--- src/verilog/scac_consts.svh ---
// Constants of the split cache and access control block.
`ifndef SCAC_CONSTS_SVH
`define SCAC_CONSTS_SVH
`define SCAC_CCR_OFF       8'h00
`define SCAC_CAR_OFF       8'h04
`define SCAC_AC0_OFF       8'h08
`define SCAC_AC1_OFF       8'h0c
`define SCAC_ASR_OFF       8'h10
`define SCAC_CCR_RST       32'h0000_0000
`define SCAC_CCR_RMASK     32'h0000_3313
`define SCAC_ACR_RST       32'h0000_0000
`define SCAC_ACR_WMASK     32'hff7f_a377
`define SCAC_I_EN          0
`define SCAC_I_FRZ         1
`define SCAC_I_CLRE        2
`define SCAC_I_CLR         3
`define SCAC_I_BRST        4
`define SCAC_D_EN          8
`define SCAC_D_FRZ         9
`define SCAC_D_CLRE        10
`define SCAC_D_CLR         11
`define SCAC_D_BRST        12
`define SCAC_D_WA          13
`define SCAC_ACR_BASE_HI   31
`define SCAC_ACR_BASE_LO   24
`define SCAC_ACR_MASK_HI   23
`define SCAC_ACR_MASK_LO   16
`define SCAC_ACR_EN        15
`define SCAC_ACR_CI        13
`define SCAC_ACR_RW        9
`define SCAC_ACR_RWM       8
`define SCAC_ACR_FCB_HI    6
`define SCAC_ACR_FCB_LO    4
`define SCAC_ACR_FCM_HI    2
`define SCAC_ACR_FCM_LO    0
`define SCAC_FC_PROG       2'b10
`define SCAC_WORDS         64
`define SCAC_LINES         16
`define SCAC_LINE_WORDS    4
`define SCAC_IDX_HI        7
`define SCAC_WORD_HI       3
`define SCAC_WORD_LO       2
`define SCAC_LINE_LO       4
`define SCAC_TAG_LO        8
`define SCAC_SYNC_MIN_CLK  2'd2
`define SCAC_ASYNC_MIN_CLK 2'd3
`define SCAC_CNT_MAX       2'd3
`define SCAC_LAST_BEAT     2'd3
`endif

--- src/verilog/scac_pkg.sv ---
// Types shared by the split cache and access control block.
package scac_pkg;
  typedef enum logic [1:0] {
    BUS_IDLE  = 2'b00,
    BUS_FIRST = 2'b01,
    BUS_BURST = 2'b11,
    BUS_END   = 2'b10
  } scac_bus_type;
endpackage

--- src/verilog/scac_cache.sv ---
// Direct-mapped 64-word cache array with a valid bit per long word.
`timescale 1ns/1ps
`include "scac_consts.svh"
module scac_cache
  import scac_pkg::*;
(
  input  wire logic        hclk,     // Processor clock.
  input  wire logic        hresetn,  // Asynchronous reset, active low.
  input  wire logic [31:0] lk_addr,  // Lookup address.
  output logic             lk_hit,   // Looked-up word is present.
  output logic      [31:0] lk_data,  // Looked-up word.
  input  wire logic        wr_en,    // Write one word.
  input  wire logic        wr_new,   // Write opens a new line.
  input  wire logic [31:0] wr_addr,  // Write address.
  input  wire logic [31:0] wr_data,  // Write data.
  input  wire logic        inv_all,  // Invalidate every entry.
  input  wire logic        inv_line, // Invalidate one line.
  input  wire logic [31:0] inv_addr  // Address of the line to invalidate.
);
  logic [31:0]                      data_mem [`SCAC_WORDS];
  logic [31:`SCAC_TAG_LO]           tag_mem  [`SCAC_LINES];
  logic [`SCAC_WORDS-1:0]           valid_q;

  // Lookup is combinational so a hit answers in the same cycle.
  assign lk_hit  = valid_q[lk_addr[`SCAC_IDX_HI:`SCAC_WORD_LO]]
    && (tag_mem[lk_addr[`SCAC_IDX_HI:`SCAC_LINE_LO]]
        == lk_addr[31:`SCAC_TAG_LO]);
  assign lk_data = data_mem[lk_addr[`SCAC_IDX_HI:`SCAC_WORD_LO]];

  // Storage carries no reset; the valid bits alone guard it.
  always_ff @(posedge hclk) begin
    if (wr_en) begin
      data_mem[wr_addr[`SCAC_IDX_HI:`SCAC_WORD_LO]] <= wr_data;
      if (wr_new) begin
        tag_mem[wr_addr[`SCAC_IDX_HI:`SCAC_LINE_LO]] <=
          wr_addr[31:`SCAC_TAG_LO];
      end
    end
  end

  // A new line drops its other words, so a partial fill hits only loaded
  // words; a write in the same cycle as an invalidate still lands.
  always_ff @(posedge hclk or negedge hresetn) begin
    if (!hresetn) begin
      valid_q <= '0;
    end else begin
      if (inv_all) begin
        valid_q <= '0;
      end else if (inv_line) begin
        valid_q[{inv_addr[`SCAC_IDX_HI:`SCAC_LINE_LO], 2'b00}
                +: `SCAC_LINE_WORDS] <= '0;
      end
      if (wr_en && wr_new) begin
        valid_q[{wr_addr[`SCAC_IDX_HI:`SCAC_LINE_LO], 2'b00}
                +: `SCAC_LINE_WORDS] <= '0;
      end
      if (wr_en) begin
        valid_q[wr_addr[`SCAC_IDX_HI:`SCAC_WORD_LO]] <= 1'b1;
      end
    end
  end
endmodule

--- src/verilog/scac_top.sv ---
// Split caches, access control unit and burst bus unit of the controller.
//
// Register access over AHB-Lite and the register addresses were chosen for this implementation.
`timescale 1ns/1ps
`include "scac_consts.svh"
// Behaviour
// - Each cache holds 64 long words filled by the bus unit.
// - Entries form lines of four long words under one tag.
// - Data writes always go to memory; write miss allocation is set by sw.
// - Each cache has its own address and data path, usable in one cycle.
// - A fill asks for a burst of up to four words that prefill the line.
// - Async cycles take 3+ clocks, sync 2+, each further burst beat 1.
// - Two access control registers each define a 16 MB to 2 GB segment.
// - A segment matches on address, read or write, and function code.
// - Accesses in a noncacheable segment bypass both caches.
// - Access control registers are reachable in supervisor state only.
// - A status register keeps the result of the latest segment probe.
// - A cache control register gives sw control and status of caches.
// - Cache operations needing an address take it from a target register.
// - Function code outputs name the access space in every bus cycle.
module scac_top
  import scac_pkg::*;
(
  input  wire logic        hclk,          // Processor clock, 50 MHz.
  input  wire logic        hresetn,       // Asynchronous reset, low.
  input  wire logic        hsel,          // AHB slave select.
  input  wire logic [31:0] haddr,         // AHB address.
  input  wire logic [1:0]  htrans,        // AHB transfer type.
  input  wire logic        hwrite,        // AHB write.
  input  wire logic [2:0]  hsize,         // AHB size, word only.
  input  wire logic [3:0]  hprot,         // AHB protection, bit 1 priv.
  input  wire logic [31:0] hwdata,        // AHB write data.
  input  wire logic        hready,        // AHB bus ready.
  output logic             hreadyout,     // AHB slave ready.
  output logic             hresp,         // AHB response.
  output logic      [31:0] hrdata,        // AHB read data.
  input  wire logic        i_req,         // Instruction fetch request.
  input  wire logic [31:0] i_addr,        // Fetch address.
  input  wire logic        i_super,       // Fetch in supervisor state.
  output logic             i_ack,         // Fetch answered, pulse.
  output logic      [31:0] i_rdata,       // Fetched word.
  input  wire logic        d_req,         // Data access request.
  input  wire logic        d_we,          // Data access is a write.
  input  wire logic [31:0] d_addr,        // Data address.
  input  wire logic [31:0] d_wdata,       // Data to write.
  input  wire logic [2:0]  d_fc,          // Data function code.
  output logic             d_ack,         // Data access done, pulse.
  output logic      [31:0] d_rdata,       // Data read word.
  input  wire logic        probe_req,     // Segment probe, pulse.
  input  wire logic [31:0] probe_addr,    // Probe address.
  input  wire logic        probe_rd,      // Probe direction, 1 read.
  input  wire logic [2:0]  probe_fc,      // Probe function code.
  output logic             mem_as,        // Bus cycle strobe.
  output logic      [31:0] mem_addr,      // Bus address.
  output logic             mem_we,        // Bus cycle writes.
  output logic      [31:0] mem_wdata,     // Bus write data.
  output logic      [2:0]  mem_fc,        // Function code outputs.
  output logic             mem_burst_req, // Burst requested.
  input  wire logic        mem_sack,      // Synchronous acknowledge.
  input  wire logic        mem_aack,      // Asynchronous acknowledge.
  input  wire logic        mem_burst_ack, // Memory grants the burst.
  input  wire logic [31:0] mem_rdata      // Bus read data.
);
  scac_bus_type bus_q;
  logic [1:0]  bcnt_q, beat_q;
  logic        bsrc_q, bfill_q, i_pend_q, d_pend_q;
  logic        hrdy_q, wr_ph_q, priv_q;
  logic [7:0]  wa_q;
  logic [31:0] ccr_q, car_q, acr0_q, acr1_q, asr_q, rd_d;
  logic        i_nc, d_nc, i_hit_ok, d_hit_ok, i_go, d_go, i_fill, d_fill;
  logic        done1, beat_done, go_burst, dwt_wr, ccr_wr;
  logic        ic_hit, dc_hit, ic_wr, dc_wr_en, dc_wr_new;
  logic [31:0] ic_data, dc_data, dc_wr_addr, dc_wr_data;
  logic [2:0]  i_fc;
  logic [3:0]  inv_q;

  // A segment of 2^(24+n) bytes: mask bit 7 is never writable, so the
  // largest segment is 2 GB.
  function automatic logic acr_match(input logic [31:0] acr,
    input logic [31:0] a, input logic rd, input logic [2:0] fc);
    logic [7:0] m;
    m = acr[`SCAC_ACR_MASK_HI:`SCAC_ACR_MASK_LO];
    return acr[`SCAC_ACR_EN]
      && (((a[`SCAC_ACR_BASE_HI:`SCAC_ACR_BASE_LO]
           ^ acr[`SCAC_ACR_BASE_HI:`SCAC_ACR_BASE_LO]) & ~m) == 8'h00)
      && (acr[`SCAC_ACR_RWM] || (rd == acr[`SCAC_ACR_RW]))
      && (((fc ^ acr[`SCAC_ACR_FCB_HI:`SCAC_ACR_FCB_LO])
           & ~acr[`SCAC_ACR_FCM_HI:`SCAC_ACR_FCM_LO]) == 3'h0);
  endfunction

  // Either segment marked cache inhibit makes the access noncacheable.
  function automatic logic non_cache(input logic [31:0] a,
    input logic rd, input logic [2:0] fc);
    return (acr_match(acr0_q, a, rd, fc) && acr0_q[`SCAC_ACR_CI])
      || (acr_match(acr1_q, a, rd, fc) && acr1_q[`SCAC_ACR_CI]);
  endfunction

  // Two arrays with separate ports, so both sides can hit together.
  scac_cache u_icache (
    .hclk     (hclk),
    .hresetn  (hresetn),
    .lk_addr  (i_addr),
    .lk_hit   (ic_hit),
    .lk_data  (ic_data),
    .wr_en    (ic_wr),
    .wr_new   (bus_q == BUS_FIRST),
    .wr_addr  (mem_addr),
    .wr_data  (mem_rdata),
    .inv_all  (inv_q[0]),
    .inv_line (inv_q[1]),
    .inv_addr (car_q)
  );
  scac_cache u_dcache (
    .hclk     (hclk),
    .hresetn  (hresetn),
    .lk_addr  (d_addr),
    .lk_hit   (dc_hit),
    .lk_data  (dc_data),
    .wr_en    (dc_wr_en),
    .wr_new   (dc_wr_new),
    .wr_addr  (dc_wr_addr),
    .wr_data  (dc_wr_data),
    .inv_all  (inv_q[2]),
    .inv_line (inv_q[3]),
    .inv_addr (car_q)
  );

  // Request steering; data takes the bus before instruction fetches.
  always_comb begin
    i_fc      = {i_super, `SCAC_FC_PROG};
    i_nc      = non_cache(i_addr, 1'b1, i_fc);
    d_nc      = non_cache(d_addr, !d_we, d_fc);
    i_hit_ok  = i_req && !i_ack && !i_pend_q && ccr_q[`SCAC_I_EN]
      && !i_nc && ic_hit;
    d_hit_ok  = d_req && !d_ack && !d_pend_q && !d_we
      && ccr_q[`SCAC_D_EN] && !d_nc && dc_hit;
    d_go      = d_req && !d_ack && !d_pend_q && !d_hit_ok;
    i_go      = i_req && !i_ack && !i_pend_q && !i_hit_ok && !d_go;
    i_fill    = !i_nc && ccr_q[`SCAC_I_EN];
    d_fill    = !d_we && !d_nc && ccr_q[`SCAC_D_EN];
    done1     = (bus_q == BUS_FIRST)
      && ((mem_sack && bcnt_q >= `SCAC_SYNC_MIN_CLK - 2'd1)
       || (mem_aack && bcnt_q >= `SCAC_ASYNC_MIN_CLK - 2'd1));
    beat_done = done1 || (bus_q == BUS_BURST && mem_sack);
    go_burst  = bfill_q && mem_burst_req && mem_burst_ack;
    dwt_wr    = bus_q == BUS_IDLE && d_go && d_we && !d_nc
      && ccr_q[`SCAC_D_EN]
      && (dc_hit || (ccr_q[`SCAC_D_WA] && !ccr_q[`SCAC_D_FRZ]));
  end

  // Cache write ports: fills from the bus, or a write-through update.
  always_comb begin
    ic_wr      = beat_done && bfill_q && !bsrc_q
      && !ccr_q[`SCAC_I_FRZ];
    dc_wr_en   = dwt_wr || (beat_done && bfill_q && bsrc_q
      && !ccr_q[`SCAC_D_FRZ]);
    dc_wr_new  = dwt_wr ? !dc_hit : (bus_q == BUS_FIRST);
    dc_wr_addr = dwt_wr ? d_addr : mem_addr;
    dc_wr_data = dwt_wr ? d_wdata : mem_rdata;
  end

  // Bus cycle sequencer; END keeps the strobe low between cycles.
  always_ff @(posedge hclk or negedge hresetn) begin
    if (!hresetn) begin
      bus_q   <= BUS_IDLE;
      bcnt_q  <= 2'h0;
      beat_q  <= 2'h0;
      bsrc_q  <= 1'b0;
      bfill_q <= 1'b0;
    end else begin
      case (bus_q)
        BUS_IDLE: begin
          if (d_go || i_go) begin
            bus_q   <= BUS_FIRST;
            bcnt_q  <= 2'h0;
            bsrc_q  <= d_go;
            bfill_q <= d_go ? d_fill : i_fill;
          end
        end
        BUS_FIRST: begin
          if (bcnt_q != `SCAC_CNT_MAX) begin
            bcnt_q <= bcnt_q + 2'h1;
          end
          if (done1) begin
            bus_q  <= go_burst ? BUS_BURST : BUS_END;
            beat_q <= 2'h1;
          end
        end
        BUS_BURST: begin
          if (mem_sack) begin
            beat_q <= beat_q + 2'h1;
            if (beat_q == `SCAC_LAST_BEAT) begin
              bus_q <= BUS_END;
            end
          end
        end
        default: begin
          bus_q <= BUS_IDLE;
        end
      endcase
    end
  end

  // Bus pins; the word address wraps inside the line during a burst.
  always_ff @(posedge hclk or negedge hresetn) begin
    if (!hresetn) begin
      mem_as        <= 1'b0;
      mem_addr      <= 32'h0000_0000;
      mem_we        <= 1'b0;
      mem_wdata     <= 32'h0000_0000;
      mem_fc        <= 3'h0;
      mem_burst_req <= 1'b0;
    end else begin
      if (bus_q == BUS_IDLE && (d_go || i_go)) begin
        mem_as        <= 1'b1;
        mem_addr      <= {(d_go ? d_addr[31:`SCAC_WORD_LO]
                               : i_addr[31:`SCAC_WORD_LO]), 2'b00};
        mem_we        <= d_go && d_we;
        mem_wdata     <= d_wdata;
        mem_fc        <= d_go ? d_fc : i_fc;
        mem_burst_req <= d_go ? (d_fill && ccr_q[`SCAC_D_BRST])
                              : (i_fill && ccr_q[`SCAC_I_BRST]);
      end else if (beat_done) begin
        mem_addr[`SCAC_WORD_HI:`SCAC_WORD_LO] <=
          mem_addr[`SCAC_WORD_HI:`SCAC_WORD_LO] + 2'h1;
        if (done1 ? !go_burst : beat_q == `SCAC_LAST_BEAT) begin
          mem_as        <= 1'b0;
          mem_burst_req <= 1'b0;
        end
      end
    end
  end

  // Core answers: a hit answers the next cycle, a miss at its first beat.
  always_ff @(posedge hclk or negedge hresetn) begin
    if (!hresetn) begin
      i_ack    <= 1'b0;
      i_rdata  <= 32'h0000_0000;
      d_ack    <= 1'b0;
      d_rdata  <= 32'h0000_0000;
      i_pend_q <= 1'b0;
      d_pend_q <= 1'b0;
    end else begin
      i_ack   <= i_hit_ok || (done1 && !bsrc_q);
      i_rdata <= i_hit_ok ? ic_data : mem_rdata;
      d_ack   <= d_hit_ok || (done1 && bsrc_q);
      d_rdata <= d_hit_ok ? dc_data : mem_rdata;
      if (bus_q == BUS_IDLE && i_go) begin
        i_pend_q <= 1'b1;
      end else if (done1 && !bsrc_q) begin
        i_pend_q <= 1'b0;
      end
      if (bus_q == BUS_IDLE && d_go) begin
        d_pend_q <= 1'b1;
      end else if (done1 && bsrc_q) begin
        d_pend_q <= 1'b0;
      end
    end
  end

  // AHB-Lite slave with no wait states; data phase is one cycle.
  assign hresp = 1'b0;
  assign hreadyout = hrdy_q;
  assign ccr_wr = wr_ph_q && priv_q && wa_q == `SCAC_CCR_OFF;
  always_comb begin
    if (haddr[7:0] == `SCAC_CCR_OFF) begin
      rd_d = ccr_q;
    end else if (haddr[7:0] == `SCAC_CAR_OFF) begin
      rd_d = car_q;
    end else if (haddr[7:0] == `SCAC_AC0_OFF) begin
      rd_d = acr0_q;
    end else if (haddr[7:0] == `SCAC_AC1_OFF) begin
      rd_d = acr1_q;
    end else if (haddr[7:0] == `SCAC_ASR_OFF) begin
      rd_d = asr_q;
    end else begin
      rd_d = 32'h0000_0000;
    end
  end

  // Address phase capture; a user-mode access reads zero.
  always_ff @(posedge hclk or negedge hresetn) begin
    if (!hresetn) begin
      hrdy_q  <= 1'b0;
      wr_ph_q <= 1'b0;
      priv_q  <= 1'b0;
      wa_q    <= 8'h00;
      hrdata  <= 32'h0000_0000;
    end else begin
      hrdy_q  <= 1'b1;
      wr_ph_q <= hsel && htrans[1] && hready && hwrite;
      priv_q  <= hprot[1];
      wa_q    <= haddr[7:0];
      hrdata  <= (hsel && htrans[1] && hready && !hwrite && hprot[1])
                 ? rd_d : 32'h0000_0000;
    end
  end

  // Register writes in the data phase, privileged only.
  always_ff @(posedge hclk or negedge hresetn) begin
    if (!hresetn) begin
      ccr_q  <= `SCAC_CCR_RST;
      car_q  <= 32'h0000_0000;
      acr0_q <= `SCAC_ACR_RST;
      acr1_q <= `SCAC_ACR_RST;
    end else if (wr_ph_q && priv_q) begin
      if (wa_q == `SCAC_CCR_OFF) begin
        ccr_q <= hwdata & `SCAC_CCR_RMASK;
      end else if (wa_q == `SCAC_CAR_OFF) begin
        car_q <= hwdata;
      end else if (wa_q == `SCAC_AC0_OFF) begin
        acr0_q <= hwdata & `SCAC_ACR_WMASK;
      end else if (wa_q == `SCAC_AC1_OFF) begin
        acr1_q <= hwdata & `SCAC_ACR_WMASK;
      end
    end
  end

  // Clear commands are one-cycle pulses that never read back.
  always_ff @(posedge hclk or negedge hresetn) begin
    if (!hresetn) begin
      inv_q <= 4'h0;
    end else begin
      inv_q <= {ccr_wr && hwdata[`SCAC_D_CLRE],
                ccr_wr && hwdata[`SCAC_D_CLR],
                ccr_wr && hwdata[`SCAC_I_CLRE],
                ccr_wr && hwdata[`SCAC_I_CLR]};
    end
  end

  // Probe result: bit 0 any match, bits 1 and 2 each segment.
  always_ff @(posedge hclk or negedge hresetn) begin
    if (!hresetn) begin
      asr_q <= 32'h0000_0000;
    end else if (probe_req) begin
      asr_q <= {29'h0,
        acr_match(acr1_q, probe_addr, probe_rd, probe_fc),
        acr_match(acr0_q, probe_addr, probe_rd, probe_fc),
        acr_match(acr0_q, probe_addr, probe_rd, probe_fc)
        || acr_match(acr1_q, probe_addr, probe_rd, probe_fc)};
    end
  end
endmodule

--- config.mk ---
export PLATFORM = sky130hd
export DESIGN_NAME = scac_top
export DESIGN_NICKNAME = d
export VERILOG_FILES = /design/src/verilog/scac_pkg.sv /design/src/verilog/scac_cache.sv /design/src/verilog/scac_top.sv
export VERILOG_INCLUDE_DIRS = /design/src /design/src/verilog
export SDC_FILE = /design/constraint.sdc
export NUM_CORES = 2
export LEC_CHECK = 0
export BUFFER_PORTS_ARGS = -buffer_cell sky130_fd_sc_hd__buf_2
export CAP_MARGIN = 10
export CORE_ASPECT_RATIO = 1.5
export CORE_MARGIN = 5
export CORE_UTILIZATION = 55
export DETAILED_ROUTE_END_ITERATION = 16
export PLACE_DENSITY = 0.72
export SLEW_MARGIN = 15
export SYNTH_ARGS = -nofsm -noshare
export SYNTH_HDL_FRONTEND = slang
export SYNTH_MEMORY_MAX_BITS = 65536
export SYNTH_SLANG_ARGS = --single-unit
--- constraint.sdc ---
create_clock -name hclk -period 7.2 [get_ports hclk]
set_input_delay 1.08 -clock hclk [delete_from_list [all_inputs] [get_ports hclk]]
set_output_delay 1.08 -clock hclk [all_outputs]
set_load 0.01 [all_outputs]
==> flow_metrics.tcl <==
set metrics [dict create \
    outcome "complete, no violations" \
    cp.buffers_inverters 3 \
    fin_total_pwr_mw 66.1 \
    grt_pass1_vias 104000 \
    drc 0 \
    p_int_mw 50.7 \
    hpwl_um 327000 \
    p_comb_frac 0.081 \
    slew_violations 0 \
    crit_fanout 59 \
    synth_cell_type_count 77 \
    cts_sinks 5275 \
    cts_hold_buf 0 \
    first_pass_iters 8 \
    clock_latency_ns 1.00 \
    die_y_um 758 \
    layout_common_cells "edfxtp_1, mux4_2, clkbuf_16" \
    cts_made_buffers 459 \
    postCtsSetupRepairBufs 0 \
    ctsResizeCount 0 \
    period_share 0.824 \
    min_period_ns 5.93 \
    finish.utilization 0.625 \
    p_leak_nw 75.0 \
    avgSynthCellArea_sq_um 23.0 \
    p_per_area_mw_per_mm2 284 \
    grt_max_degree 161 \
    overflow 0 \
    htree_levels 5 \
    mostFrequentLayoutCell "edfxtp_1" \
    wl_per_cell_um 36.1 \
    cts_tree "done" \
    synth_edf_count 4864 \
    die_w_um 508 \
    clockBufferDepth 4 \
    maxSlewHeadroom 0.187 \
    synthCells 8914 \
    rsz0062_at_grt "no" \
    setup_viol 0 \
    vias 101000 \
    core-area_sq_mm 0.371 \
    nets 9900 \
    die_area_sq_mm 0.385 \
    critPathLaunchType "input pin" \
    grt_pass1_wl_um 768000 \
    ant_nets 0 \
    drt_iter0_markers 14400 \
    synth_warnings 0 \
    worst_slew_pin_slew_ns 1.22 \
    ioPinCount 423 \
    root_buffer "clkbuf_16" \
    p_switching_mw 15.4 \
    final.setup.tns_ns 0 \
    crit_chain "buf_8 > buf_4 > mux4_2 > mux2i_1 > xor2_1 > nand4b_1 > a21oi_1 > nand4_1 > o31a_2 > mux2i_1 > ha_1 > inv_1 > nand2_1 > mux2i_1 > a21oi_1 > a31oi_1 > a2bb2o_1" \
    hold_path.class "input pin to async pin" \
    wl_um 543000 \
    synth_flop_cell "edfxtp_1" \
    gp_congestion 0.917 \
    crit_arrival_ns 6.77 \
    nFillCells 24100 \
    antenna_found_initial 84 \
    finalClockSkew_ns 0.0943 \
    cap_violations 0 \
    initial_core_util 0.552 \
    viasPerCell 6.69 \
    cp_common_cell "mux2i_1" \
    hold_viol 0 \
    max_stage_delay_ns 0.63 \
    yosysTopAreaCell "edfxtp_1" \
    synthesis.area_sq_mm 0.205 \
    io_buffers 360 \
    drive_gt1_frac 0.340 \
    path_delay_family "compound AO/OA/AOI/OAI gates" \
    clockPowerShare 0.388 \
    slowest_stage "o31a_2" \
    ys_ff_latch 5275 \
    synth_area_leaders "edfxtp_1, mux4_2, dfrtp_1" \
    synthArstFlopShare 0.0779 \
    pwr-share-seq 0.531 \
    num_rows 274 \
    clock.fmax_mhz 169 \
    yosysTopAreaCellShare 0.713 \
    track_usage 0.282 \
    swShare 0.233 \
    crit_type "input pin to flip-flop" \
    synth-seq-area-share 0.763 \
    critPathCaptureType "flip-flop" \
    area_delta_synth_final_pct 13.3 \
    clk_pin_slew_worst_paths_ns 0.06 \
    crit_required_ns 8.04 \
    ir_drop_mv 0.286 \
]
## area by class of cell
type / count / area, sq um / area share
antenna: 45 / 113 / 0.000485
clock buffer: 552 / 12200 / 0.0525
clock inverter: 299 / 3500 / 0.0151
inverter: 38 / 144 / 0.000620
multi-input combinational: 3128 / 47700 / 0.205
sequential: 5275 / 156000 / 0.673
tap: 4968 / 6220 / 0.0268
timing repair buffer: 730 / 6010 / 0.0259
## flip-flops by register name, indices dropped and copies added, names as in the netlist, 8 cells and up
name	flops
u_dcache.data_mem	2048
u_icache.data_mem	2048
u_dcache.tag_mem	384
u_icache.tag_mem	384
u_dcache.valid_q	64
u_icache.valid_q	64
car_q	32
d_rdata	32
hrdata	32
i_rdata	32
mem_wdata	32
mem_addr	30
acr0_q	25
acr1_q	25
wa_q	8
## synth_stat cells, types with 14 or more instances
library cell and instances:
edfxtp_1 4864, mux4_2 1561, dfrtp_1 411, clkbuf_1 300, nand2_1 228, nor2_1 219, mux2_2 197, buf_1 127
xnor2_1 120, mux2i_1 106, a21o_1 62, mux2_1 59, o22ai_1 52, nor2b_1 38, a21oi_1 36, inv_1 36
nand3_1 31, buf_2 29, nor3_1 28, o2bb2ai_1 25, a222oi_1 23, xor2_1 23, and2_1 21, a221oi_1 20
o21ai_0 20, nand4_1 19, nor4_1 18, a22oi_1 17, ha_1 15, nand2b_1 15, a2bb2o_1 14
## metrics by stage
step | hold slack [ns] | cell area, sq um | std cells | worst slack, ns
after floorplan | 0.444 | 205000 | 8916 | 0.704
after global placement | 0.453 | 216000 | 14100 | 0.584
after detailed placement | 0.462 | 216000 | 14100 | 0.504
after CTS | 0.0419 | 232000 | 15000 | 1.55
after global routing | 0.0978 | 232000 | 15000 | 1.22
final | 0.112 | 232000 | 15000 | 1.27
## routing by layer
metal	part of all wire	global-route usage	up-vias
met5	0.00036	0	-
met4	0.056	0.132	26
met3	0.098	0.0534	1227
met2	0.50	0.468	6320
met1	0.34	0.365	53800
li1	-	-	39200
## power by group through the flow
| stage | sequential [mW] | clock [mW] | combinational [mW] |
|---|---|---|---|
| after floorplan | 35.5 | 0 | 2.74 |
| after detailed placement | 35.7 | 0 | 5.37 |
| after global routing | 35.1 | 27.2 | 5.67 |
| final | 35.1 | 25.6 | 5.38 |
| after global placement | 35.6 | 0 | 5.21 |
| after CTS | 35.0 | 25.9 | 5.39 |
## final timing paths
kind	startpoint	to	slack, ns	depth (start not counted)
max in group asynchronous	hresetn	u_dcache.valid_q[55]$_DFF_PN0_	5.13	3
min	hresetn	i_rdata[31]$_DFF_PN0_	0.11	1
max reg2reg	bcnt_q[1]$_DFFE_PN0P_	u_icache.data_mem[40][20]$_DFFE_PP_	1.69	10
min reg2reg	u_icache.valid_q[43]$_DFF_PN0_	u_icache.valid_q[43]$_DFF_PN0_	0.47	1
max	d_addr[4]	u_dcache.valid_q[54]$_DFF_PN0_	1.27	17
min in group hclk	hprot[1]	priv_q$_DFF_PN0_	0.23	1
## cell families (layout without fill, tap and decap cells)
logic type	after synthesis	in the layout	synth area share
AO/OA/AOI/OAI	362	362	0.0136
XOR/XNOR	143	143	0.00611
adder cells (fa/ha/maj)	15	15	0.000916
buffers and inverters	513	1619	0.0101
flip-flops	5275	5275	0.763
multiplexers	1923	1923	0.191
other	2	49	0.0000367
AND/OR/NAND/NOR	681	681	0.0154
Note: power is estimated with default switching activity, not from simulation.
